===== config.mk =====
export PLATFORM = sky130hd
export DESIGN_NAME = nfs_seq
export DESIGN_NICKNAME = d
export VERILOG_FILES = /design/src/nfs_pkg.sv /design/src/nfs_seq.sv
export VERILOG_INCLUDE_DIRS = /design/src
export SDC_FILE = /design/constraint.sdc
export NUM_CORES = 1
export LEC_CHECK = 0
export BUFFER_PORTS_ARGS = -buffer_cell sky130_fd_sc_hd__buf_2
export CAP_MARGIN = 20
export CORE_MARGIN = 3
export CORE_UTILIZATION = 40
export DETAILED_ROUTE_END_ITERATION = 6
export SLEW_MARGIN = 5
export SYNTH_ARGS = -nofsm -noshare
export SYNTH_HDL_FRONTEND = slang
export SYNTH_SLANG_ARGS = --single-unit

===== constraint.sdc =====
create_clock -name core_clk_i -period 5.6 [get_ports core_clk_i]
set_clock_uncertainty 0.05 [all_clocks]
set_input_delay 1.4 -clock core_clk_i [delete_from_list [all_inputs] [get_ports core_clk_i]]
set_output_delay 1.4 -clock core_clk_i [all_outputs]
set_load 0.01 [all_outputs]

===== src/nfs_consts.svh =====
// Purpose: Offsets, field positions, codes and counts of the NVM sequencer
// Assumes: 32-bit classic Wishbone, word aligned registers
// Notes: Included by the package file only; the sequencer uses its macros
`ifndef NFS_CONSTS_SVH
`define NFS_CONSTS_SVH

// Register byte offsets
`define NFS_OFS_CMD 5'h00
`define NFS_OFS_CONTROL_REG_A 5'h04
`define NFS_OFS_STATUS 5'h08
`define NFS_OFS_FIRST_DATA_BYTE_REG 5'h0C
`define NFS_OFS_ADDR 5'h10
`define NFS_OFS_CCP 5'h14
`define NFS_OFS_LOCK 5'h18

// Field positions
`define NFS_EXEC_BIT 0
`define NFS_BUSY_BIT 0
`define NFS_FLASH_SECTION_BUSY_FLAG_BIT 1

// Reset and erase values
`define NFS_LOCK_RST 8'hFF
`define NFS_ERASED_WORD 16'hFFFF

// Command codes
`define NFS_CMD_NOP 7'h00
`define NFS_CMD_RD_USR 7'h01
`define NFS_CMD_RD_CAL 7'h02
`define NFS_CMD_RD_FUSE 7'h07
`define NFS_CMD_WR_LOCK 7'h08
`define NFS_CMD_USR_ERASE 7'h18
`define NFS_CMD_USR_WRITE 7'h1A
`define NFS_CMD_APP_ERASE 7'h20
`define NFS_CMD_APP_PG_ER 7'h22
`define NFS_CMD_LOAD_BUF 7'h23
`define NFS_CMD_APP_PG_WR 7'h24
`define NFS_CMD_APP_PG_EW 7'h25
`define NFS_CMD_ERASE_BUF 7'h26
`define NFS_CMD_BOOT_PG_ER 7'h2A
`define NFS_CMD_PG_ER 7'h2B
`define NFS_CMD_BOOT_PG_WR 7'h2C
`define NFS_CMD_BOOT_PG_EW 7'h2D
`define NFS_CMD_PG_WR 7'h2E
`define NFS_CMD_PG_EW 7'h2F

// Change protection key and window
`define NFS_CCP_KEY 8'h9D
`define NFS_CCP_CYCLES 3'd4

// Pointer layout: byte select bit 0, word bits [6:1], page bits [15:7]
`define NFS_WORD_LSB 1
`define NFS_PAGE_LSB 7
`define NFS_PAGE_W 9
`define NFS_WORD_W 6

`endif


===== src/nfs_pkg.sv =====
// Purpose: Types shared by the NVM sequencer and its users
// Assumes: Constants come from nfs_consts.svh
// Notes: States are one-hot
`include "nfs_consts.svh"
package nfs_pkg;

	typedef enum logic [5:0] {
		ST_IDLE = 6'b00_0001,
		ST_BUF_ERASE = 6'b00_0010,
		ST_FLASH = 6'b00_0100,
		ST_USR_CLR = 6'b00_1000,
		ST_FUSE = 6'b01_0000,
		ST_LOCK = 6'b10_0000
	} nfs_state_t;

	typedef enum logic [2:0] {
		OP_PG_ERASE = 3'h0,
		OP_PG_WRITE = 3'h1,
		OP_PG_ERWR = 3'h2,
		OP_APP_ERASE = 3'h3,
		OP_USR_ERASE = 3'h4,
		OP_USR_WRITE = 3'h5
	} nfs_op_t;

	// Request to the flash array
	typedef struct packed {
		logic req;
		nfs_op_t op;
		logic [`NFS_PAGE_W-1:0] page;
	} nfs_flash_req_t;

	// All control state of the sequencer
	typedef struct packed {
		nfs_state_t st;
		logic [6:0] cmd;
		logic exec;
		logic [7:0] first_data_byte_reg;
		logic [7:0] addr;
		logic [2:0] ccp_cnt;
		logic ack;
		logic [31:0] dat;
		logic [7:0] lock;
		nfs_flash_req_t freq;
		logic halt;
		logic flash_section_busy_flag;
		logic [`NFS_WORD_W-1:0] cnt;
		logic [7:0] lpm_data;
		logic lpm_vld;
		logic ee_clr;
	} nfs_regs_t;

endpackage


===== src/nfs_seq.sv =====
// Purpose: Self-programming command sequencer of the flash controller
// Assumes: CPU strobes are one-cycle pulses synchronous to core_clk_i
// Notes: Flash array sits outside; it reads the page buffer and acks ops
`timescale 1ns/10ps
module nfs_seq #(
	parameter logic [`NFS_PAGE_W-1:0] BOOT_PAGE = 9'h1C0
) (
	// Clock and reset
	input wire logic core_clk_i,
	input wire logic rst_b_i,
	// Wishbone slave
	input wire logic cyc_i,
	input wire logic stb_i,
	input wire logic we_i,
	input wire logic [4:0] adr_i,
	input wire logic [3:0] sel_i,
	input wire logic [31:0] dat_i,
	output logic [31:0] dat_o,
	output logic ack_o,
	// CPU program memory instructions
	input wire logic spm_i,
	input wire logic lpm_i,
	input wire logic [15:0] ptr_i,
	input wire logic [15:0] word_i,
	output logic [7:0] lpm_data_o,
	output logic lpm_valid_o,
	output logic cpu_halt_o,
	// Row, flash and fuse read sources
	input wire logic [15:0] flash_word_i,
	input wire logic [7:0] usr_byte_i,
	input wire logic [7:0] cal_byte_i,
	input wire logic [7:0] fuse_byte_i,
	output logic [15:0] rd_addr_o,
	output logic [7:0] fuse_addr_o,
	// Flash array side
	output nfs_pkg::nfs_flash_req_t flash_req_o,
	input wire logic flash_done_i,
	input wire logic [`NFS_WORD_W-1:0] buf_idx_i,
	output logic [15:0] buf_word_o,
	// Status
	output logic busy_o,
	output logic flash_section_busy_flag_o,
	output logic app_rd_block_o,
	output logic ee_buf_erase_o,
	output logic [7:0] lock_o
);
	import nfs_pkg::*;

	localparam int WORDS = 1 << `NFS_WORD_W;

	nfs_regs_t r_ff;
	nfs_regs_t nxt_r;
	logic [15:0] buf_ff [WORDS];
	logic [15:0] buf_rd_ff;

	////////////////////////////////////////////////////////////////////
	// Helpers
	////////////////////////////////////////////////////////////////////

	// Page part of the pointer only; word and byte bits dropped
	function automatic logic [`NFS_PAGE_W-1:0] page_of(logic [15:0] p);
		return p[15:`NFS_PAGE_LSB];
	endfunction

	function automatic logic in_app(logic [15:0] p);
		return page_of(p) < BOOT_PAGE;
	endfunction

	// Byte pick from a word by pointer bit 0
	function automatic logic [7:0] pick(logic [15:0] w, logic b);
		return b ? w[15:8] : w[7:0];
	endfunction

	logic idle;
	logic ccp_open;
	logic wr_hit;
	logic rd_go;
	logic buf_load;
	logic [7:0] wb_be;
	assign idle = (r_ff.st == ST_IDLE);
	assign ccp_open = (r_ff.ccp_cnt != 3'd0);
	// Write lands at the edge where ack is seen
	assign wr_hit = cyc_i && stb_i && we_i && r_ff.ack;
	assign rd_go = cyc_i && stb_i && !r_ff.ack;
	// Buffer load needs no protection window
	assign buf_load = spm_i && idle && (r_ff.cmd == `NFS_CMD_LOAD_BUF);
	assign wb_be = dat_i[7:0];

	////////////////////////////////////////////////////////////////////
	// Next state
	////////////////////////////////////////////////////////////////////

	// All control decisions in one place
	always_comb begin
		nxt_r = r_ff;
		nxt_r.ack = rd_go;
		nxt_r.freq.req = 1'b0;
		nxt_r.ee_clr = 1'b0;
		nxt_r.lpm_vld = 1'b0;
		if (ccp_open) begin
			nxt_r.ccp_cnt = r_ff.ccp_cnt - 3'd1;
		end
		// Register read data, held through ack
		if (rd_go) begin
			nxt_r.dat = 32'h0000_0000;
			case (adr_i)
				`NFS_OFS_CMD: nxt_r.dat[6:0] = r_ff.cmd;
				`NFS_OFS_CONTROL_REG_A: nxt_r.dat[`NFS_EXEC_BIT] = r_ff.exec;
				`NFS_OFS_STATUS: begin
					nxt_r.dat[`NFS_BUSY_BIT] = !idle;
					nxt_r.dat[`NFS_FLASH_SECTION_BUSY_FLAG_BIT] = r_ff.flash_section_busy_flag;
				end
				`NFS_OFS_FIRST_DATA_BYTE_REG: nxt_r.dat[7:0] = r_ff.first_data_byte_reg;
				`NFS_OFS_ADDR: nxt_r.dat[7:0] = r_ff.addr;
				`NFS_OFS_LOCK: nxt_r.dat[7:0] = r_ff.lock;
				default: nxt_r.dat = 32'h0000_0000;
			endcase
		end
		// Register writes; low byte lane carries all fields
		if (wr_hit && sel_i[0]) begin
			case (adr_i)
				`NFS_OFS_CMD: nxt_r.cmd = dat_i[6:0];
				`NFS_OFS_CONTROL_REG_A: begin
					// Execute counts only inside the protection window; read fuses is taken below
					if (wb_be[`NFS_EXEC_BIT] && idle && ccp_open) begin
						nxt_r.exec = 1'b1;
					end
				end
				`NFS_OFS_FIRST_DATA_BYTE_REG: nxt_r.first_data_byte_reg = wb_be;
				`NFS_OFS_ADDR: nxt_r.addr = wb_be;
				`NFS_OFS_CCP: begin
					if (wb_be == `NFS_CCP_KEY) begin
						nxt_r.ccp_cnt = `NFS_CCP_CYCLES;
					end
				end
				default: ;
			endcase
		end
		// Read fuses is unprotected, so it may start outside the window
		if (wr_hit && sel_i[0] && adr_i == `NFS_OFS_CONTROL_REG_A && idle &&
			wb_be[`NFS_EXEC_BIT] && r_ff.cmd == `NFS_CMD_RD_FUSE) begin
			nxt_r.exec = 1'b1;
		end
		// Load instruction: row or flash byte, answered next cycle
		if (lpm_i) begin
			nxt_r.lpm_vld = 1'b1;
			case (r_ff.cmd)
				`NFS_CMD_RD_USR: nxt_r.lpm_data = usr_byte_i;
				`NFS_CMD_RD_CAL: nxt_r.lpm_data = cal_byte_i;
				default: begin
					if (r_ff.flash_section_busy_flag && in_app(ptr_i)) begin
						nxt_r.lpm_data = 8'hFF;
					end else begin
						nxt_r.lpm_data = pick(flash_word_i, ptr_i[0]);
					end
				end
			endcase
		end
		case (r_ff.st)
			ST_IDLE: begin
				// Action commands, one cycle after execute is stored
				if (r_ff.exec) begin
					nxt_r.exec = 1'b0;
					case (r_ff.cmd)
						`NFS_CMD_ERASE_BUF: begin
							nxt_r.cnt = '0;
							nxt_r.st = ST_BUF_ERASE;
						end
						`NFS_CMD_RD_FUSE: begin
							nxt_r.halt = 1'b1;
							nxt_r.st = ST_FUSE;
						end
						`NFS_CMD_WR_LOCK: begin
							nxt_r.halt = 1'b1;
							nxt_r.st = ST_LOCK;
						end
						default: ;
					endcase
				end else if (spm_i && ccp_open) begin
					// Store-triggered flash commands, address latched
					nxt_r.freq.page = page_of(ptr_i);
					nxt_r.freq.req = 1'b1;
					nxt_r.flash_section_busy_flag = 1'b1;
					nxt_r.halt = !in_app(ptr_i);
					nxt_r.st = ST_FLASH;
					case (r_ff.cmd)
						`NFS_CMD_PG_ER: nxt_r.freq.op = OP_PG_ERASE;
						`NFS_CMD_PG_WR: nxt_r.freq.op = OP_PG_WRITE;
						`NFS_CMD_PG_EW: nxt_r.freq.op = OP_PG_ERWR;
						`NFS_CMD_APP_ERASE: begin
							nxt_r.freq.op = OP_APP_ERASE;
							nxt_r.halt = 1'b1;
							if (!in_app(ptr_i)) begin
								nxt_r.st = ST_IDLE;
							end
						end
						`NFS_CMD_APP_PG_ER, `NFS_CMD_APP_PG_WR,
						`NFS_CMD_APP_PG_EW: begin
							nxt_r.freq.op = (r_ff.cmd == `NFS_CMD_APP_PG_ER) ?
								OP_PG_ERASE : (r_ff.cmd == `NFS_CMD_APP_PG_WR) ?
								OP_PG_WRITE : OP_PG_ERWR;
							if (!in_app(ptr_i)) begin
								nxt_r.st = ST_IDLE;
							end
						end
						`NFS_CMD_BOOT_PG_ER, `NFS_CMD_BOOT_PG_WR,
						`NFS_CMD_BOOT_PG_EW: begin
							nxt_r.freq.op = (r_ff.cmd == `NFS_CMD_BOOT_PG_ER) ?
								OP_PG_ERASE : (r_ff.cmd == `NFS_CMD_BOOT_PG_WR) ?
								OP_PG_WRITE : OP_PG_ERWR;
							if (in_app(ptr_i)) begin
								nxt_r.st = ST_IDLE;
							end
						end
						`NFS_CMD_USR_ERASE: begin
							nxt_r.freq.op = OP_USR_ERASE;
							nxt_r.flash_section_busy_flag = 1'b0;
							nxt_r.halt = 1'b1;
						end
						`NFS_CMD_USR_WRITE: begin
							nxt_r.freq.op = OP_USR_WRITE;
							nxt_r.flash_section_busy_flag = 1'b0;
							nxt_r.halt = 1'b1;
						end
						default: nxt_r.st = ST_IDLE;
					endcase
					// Aborted or unknown: nothing issued
					if (nxt_r.st == ST_IDLE) begin
						nxt_r.freq.req = 1'b0;
						nxt_r.flash_section_busy_flag = 1'b0;
						nxt_r.halt = 1'b0;
					end
				end
			end
			ST_BUF_ERASE: begin
				// One location per cycle, busy until the last
				nxt_r.cnt = r_ff.cnt + 1'b1;
				if (r_ff.cnt == `NFS_WORD_W'(WORDS - 1)) begin
					nxt_r.halt = 1'b0;
					nxt_r.st = ST_IDLE;
				end
			end
			ST_FLASH: begin
				// Array op runs to completion; no abort path
				if (flash_done_i) begin
					nxt_r.flash_section_busy_flag = 1'b0;
					nxt_r.halt = 1'b0;
					nxt_r.cnt = '0;
					nxt_r.st = (r_ff.freq.op == OP_USR_WRITE) ?
						ST_USR_CLR : ST_IDLE;
				end
			end
			ST_USR_CLR: begin
				// Buffer clear after user row write, CPU running
				nxt_r.cnt = r_ff.cnt + 1'b1;
				if (r_ff.cnt == `NFS_WORD_W'(WORDS - 1)) begin
					nxt_r.st = ST_IDLE;
				end
			end
			ST_FUSE: begin
				nxt_r.first_data_byte_reg = fuse_byte_i;
				nxt_r.halt = 1'b0;
				nxt_r.st = ST_IDLE;
			end
			ST_LOCK: begin
				// Programmed bits are zero; ones can only be cleared
				nxt_r.lock = r_ff.lock & r_ff.first_data_byte_reg;
				nxt_r.ee_clr = 1'b1;
				nxt_r.cnt = '0;
				nxt_r.st = ST_BUF_ERASE;
			end
			default: nxt_r.st = ST_IDLE;
		endcase
	end

	// State register
	always_ff @(posedge core_clk_i or negedge rst_b_i) begin
		if (!rst_b_i) begin
			r_ff <= '{st: ST_IDLE, freq: '{req: 1'b0, op: OP_PG_ERASE,
				page: '0}, lock: `NFS_LOCK_RST, default: '0};
		end else begin
			r_ff <= nxt_r;
		end
	end

	////////////////////////////////////////////////////////////////////
	// Page buffer
	////////////////////////////////////////////////////////////////////

	// Memory kept out of reset; erased by the sequencer walk
	always_ff @(posedge core_clk_i) begin
		if (r_ff.st == ST_BUF_ERASE || r_ff.st == ST_USR_CLR) begin
			buf_ff[r_ff.cnt] <= `NFS_ERASED_WORD;
		end else if (buf_load) begin
			buf_ff[ptr_i[`NFS_PAGE_LSB-1:`NFS_WORD_LSB]] <= word_i;
		end
		buf_rd_ff <= buf_ff[buf_idx_i];
	end

	////////////////////////////////////////////////////////////////////
	// Outputs
	////////////////////////////////////////////////////////////////////

	assign dat_o = r_ff.dat;
	assign ack_o = r_ff.ack;
	assign lpm_data_o = r_ff.lpm_data;
	assign lpm_valid_o = r_ff.lpm_vld;
	assign cpu_halt_o = r_ff.halt;
	assign rd_addr_o = ptr_i;
	assign fuse_addr_o = r_ff.addr;
	assign flash_req_o = r_ff.freq;
	assign buf_word_o = buf_rd_ff;
	assign busy_o = !idle;
	assign flash_section_busy_flag_o = r_ff.flash_section_busy_flag;
	assign app_rd_block_o = r_ff.flash_section_busy_flag;
	assign ee_buf_erase_o = r_ff.ee_clr;
	assign lock_o = r_ff.lock;
endmodule


==> flow_metrics.py <==
metrics = {
    "critical_path": {
        "critical_path.startpoint": "r_ff[94]",
        "reg2reg_depth": 6,
        "critPathLaunchType": "register",
        "regToRegSetupSlack_ps": 1610,
        "cp.required_ps": 5920,
        "regToRegEndpoint": "buf_ff[59][11]",
        "critical_path_arrival_ps": 4310,
        "worst_r2r_src": "r_ff[94]",
        "element_type_at_the_critical_path_end": "register",
        "crit_type": "reg -> reg",
        "cp_max_fo": 40,
    },
    "min_path": {
        "hp-start": "lock_o[1]",
        "hold_path_class": "reg -> reg",
        "min_delay_path_depth": 1,
        "hold_end": "lock_o[1]",
    },
    "drt": {
        "drt_first_iter_violations": 2154,
        "first_drt_pass_iteration_count": 6,
        "routed_wirelength_um": 108000,
        "route.antenna.remaining_nets": 0,
        "wl_per_cell_um": 26.3,
        "drc_errors": 0,
        "vias": 22800,
        "viasPerCell": 5.56,
    },
    "timing": {
        "fin_tns_setup_ps": 0,
        "unrepaired_setup_endpoints_after_global_routing": "false",
        "final_min_period_over_clock_period_pct": 71.2,
        "relSlewSlack_pct": 28.1,
        "hold_violations": 0,
        "tightest_slew_ps": 1070,
        "fmaxAchievable_ghz": 0.251,
        "report.final.slew_viol_count": 0,
        "setup_viol": 0,
        "layout_min_cycle_time_ps": 3990,
    },
    "cts": {
        "clk-insertion-delay-late_ps": 680,
        "post_cts_resize_count": 0,
        "clk_path_buf_depth": 3,
        "postCtsSetupRepairBufs": 0,
        "clock-root-buffer": "sky130_fd_sc_hd__clkbuf_16",
        "htreeDepth": 3,
        "cts_tree": "built",
        "cts_num_sinks": 1121,
        "cts.clk_slew.worst_paths_ps": 60,
        "cts-buffers-inserted": 111,
        "cts-hold-fix-buffers": 0,
    },
    "global_routing": {
        "grt_max_degree": 82,
        "grt_first_pass_wirelength_um": 160000,
        "antenna_found_initial": 15,
        "first_global_vias": 23800,
        "grt-ovfl-total": 0,
        "grt.total_usage_pct": 18.6,
    },
    "floorplan": {
        "die_w_um": 341,
        "core_area_mm2": 0.111,
        "floorplan.initialDensity_pct": 40.5,
        "rows": 122,
        "design.die.area_mm2": 0.116,
        "boundaryPins": 235,
        "die_y_um": 341,
    },
    "pwr": {
        "power.density_mw_per_mm2": 337,
        "finalPower_mw": 17.3,
        "ir_drop_uv": 257,
        "power.clock.fraction_pct": 41.8,
        "sw_ratio_pct": 21.7,
        "power.combinational.fraction_pct": 5.2,
        "intPower_mw": 13.5,
        "power_switching_mw": 3.75,
        "p_leak_nw": 16.4,
        "seq_power_share_pct": 53.0,
    },
    "run_status": {
        "outcome": "complete, no violations",
    },
    "synthesis": {
        "post_synth_num_cell_types": 79,
        "netlist_area_mm2": 0.0449,
        "number_of_register_bits_inferred_by_synthesis": 1121,
        "postSynth.asyncResetShare_pct": 7.23,
        "yosysWarningCount": 0,
        "ys_seq_area_share_pct": 73.7,
        "synth_edf_count": 1024,
        "avgSynthCellArea_um2": 19.5,
        "syn-instance-count": 2300,
        "ys_dominant_reg_cell": "sky130_fd_sc_hd__edfxtp_1",
    },
    "layout": {
        "mostFrequentLayoutCell": "sky130_fd_sc_hd__edfxtp_1",
        "drive_above_1_share_pct": 31.5,
        "fin_nets": 2651,
        "most-common-layout-cells": "sky130_fd_sc_hd__edfxtp_1, sky130_fd_sc_hd__mux4_2, sky130_fd_sc_hd__buf_2",
        "area_growth_pct": 14.3,
    },
    "job": {
        "cap_viol_max_count": 0,
    },
    "place": {
        "detailed_place_hpwl_um": 65300,
        "routabilityCongestion": 0.875,
        "placement.io_buffers": 183,
    },
}
-- logic make-up (layout without fill, tap and decap cells) --
group	count (synthesis)	after routing	synth area share, %
AOI/OAI and AO/OA	268	268	4.20
xor gates and xnor gates	7	7	0.137
adders and majority gates	3	3	0.0836
buffers and inverters	228	520	2.96
DFF	1121	1121	73.7
muxes	328	328	14.8
other	1	28	0.00835
and+or+nand+nor	344	344	4.11
-- sequential cells by signal, indices dropped and copies added (netlist names) --
signal          cells
fuse_addr_o         8
buf_word_o         16
dat_o               8
r_ff               31
flash_req_o        13
ack_o               1
app_rd_block_o      1
lock_o              8
lpm_data_o          8
lpm_valid_o         1
cpu_halt_o          1
buf_ff           1024
ee_buf_erase_o      1
-- metal layers --
metal / wire, um / vias up / global-route usage [%]
met1: 45900 / 12000 / 25.8
met5: 107 / - / 0
met4: 2940 / 16 / 5.17
met3: 7550 / 172 / 3.99
met2: 51600 / 826 / 29.9
li1: - / 9811 / -
-- power groups by stage --
stage	clock (mW)	sequential, mW	combinational, mW
after floorplan	0	9.31	0.645
after global placement	0	9.32	0.900
after detailed placement	0	9.32	0.910
after CTS	7.37	9.15	0.911
after global routing	7.68	9.15	0.982
final	7.21	9.15	0.904
-- Yosys cell counts, drive strengths merged, types with 13 or more instances --
cell type  number  area share [%]
dfxtp          16            0.71
mux2i          43            0.96
inv            13            0.11
nor2b          36            0.50
or3            25            0.35
o22ai          27            0.38
nor2           62            0.52
buf           160             2.4
nor3           65            0.76
clkbuf         55            0.46
edfxtp       1024              68
a211oi         21            0.36
o21a           14            0.23
nand2          66            0.55
dfrtp          72             4.0
mux2           19            0.48
a22oi          23            0.38
mux4          266              13
a21oi          32            0.36
o221ai         27            0.53
o21ai          58            0.65
-- worst max path at each step --
| stage | endpoint | slack, ps | cells after the start |
|---|---|---|---|
| floorplan | buf_ff[40][0] | 1360 | 8 |
| global placement | buf_word_o[13] | 1080 | 7 |
| detailed placement | buf_word_o[13] | 1060 | 7 |
| CTS | buf_ff[59][11] | 1690 | 6 |
| global route | buf_ff[62][15] | 1390 | 6 |
| finish | buf_ff[59][11] | 1610 | 6 |
-- metrics by stage --
stage	hold WS [ps]	setup WS (ps)	area (um^2)	instances	util, %
6_report	428	1610	51300	4107	46.2
5_1_grt	445	1390	51300	4104	46.2
3_5_place_dp	411	1060	47600	3889	42.9
2_1_floorplan	396	1360	45000	2323	-
3_3_place_gp	411	1080	47600	3889	42.9
4_1_cts	428	1690	51200	4096	46.1
-- worst max-delay path, cell delays in order (launching register included) --
cell and delay (ps):
sky130_fd_sc_hd__dfrtp_1 590, sky130_fd_sc_hd__nor2_1 420, sky130_fd_sc_hd__nand3_1 420, sky130_fd_sc_hd__nor3_2 400
sky130_fd_sc_hd__or2_2 890, sky130_fd_sc_hd__nor3b_2 530, sky130_fd_sc_hd__buf_4 340
-- layout make-up --
cell class,instances,area (um^2)
fillers,9321,59700
flip-flops and latches,1121,33100
multi-input cells,974,10800
clock buffers,136,2940
repair buffers,300,1970
well taps,1488,1860
clock inverters,71,601
inverters,13,48.8
diodes,4,10.0
No activity file was read; power rests on OpenSTA's default activity.
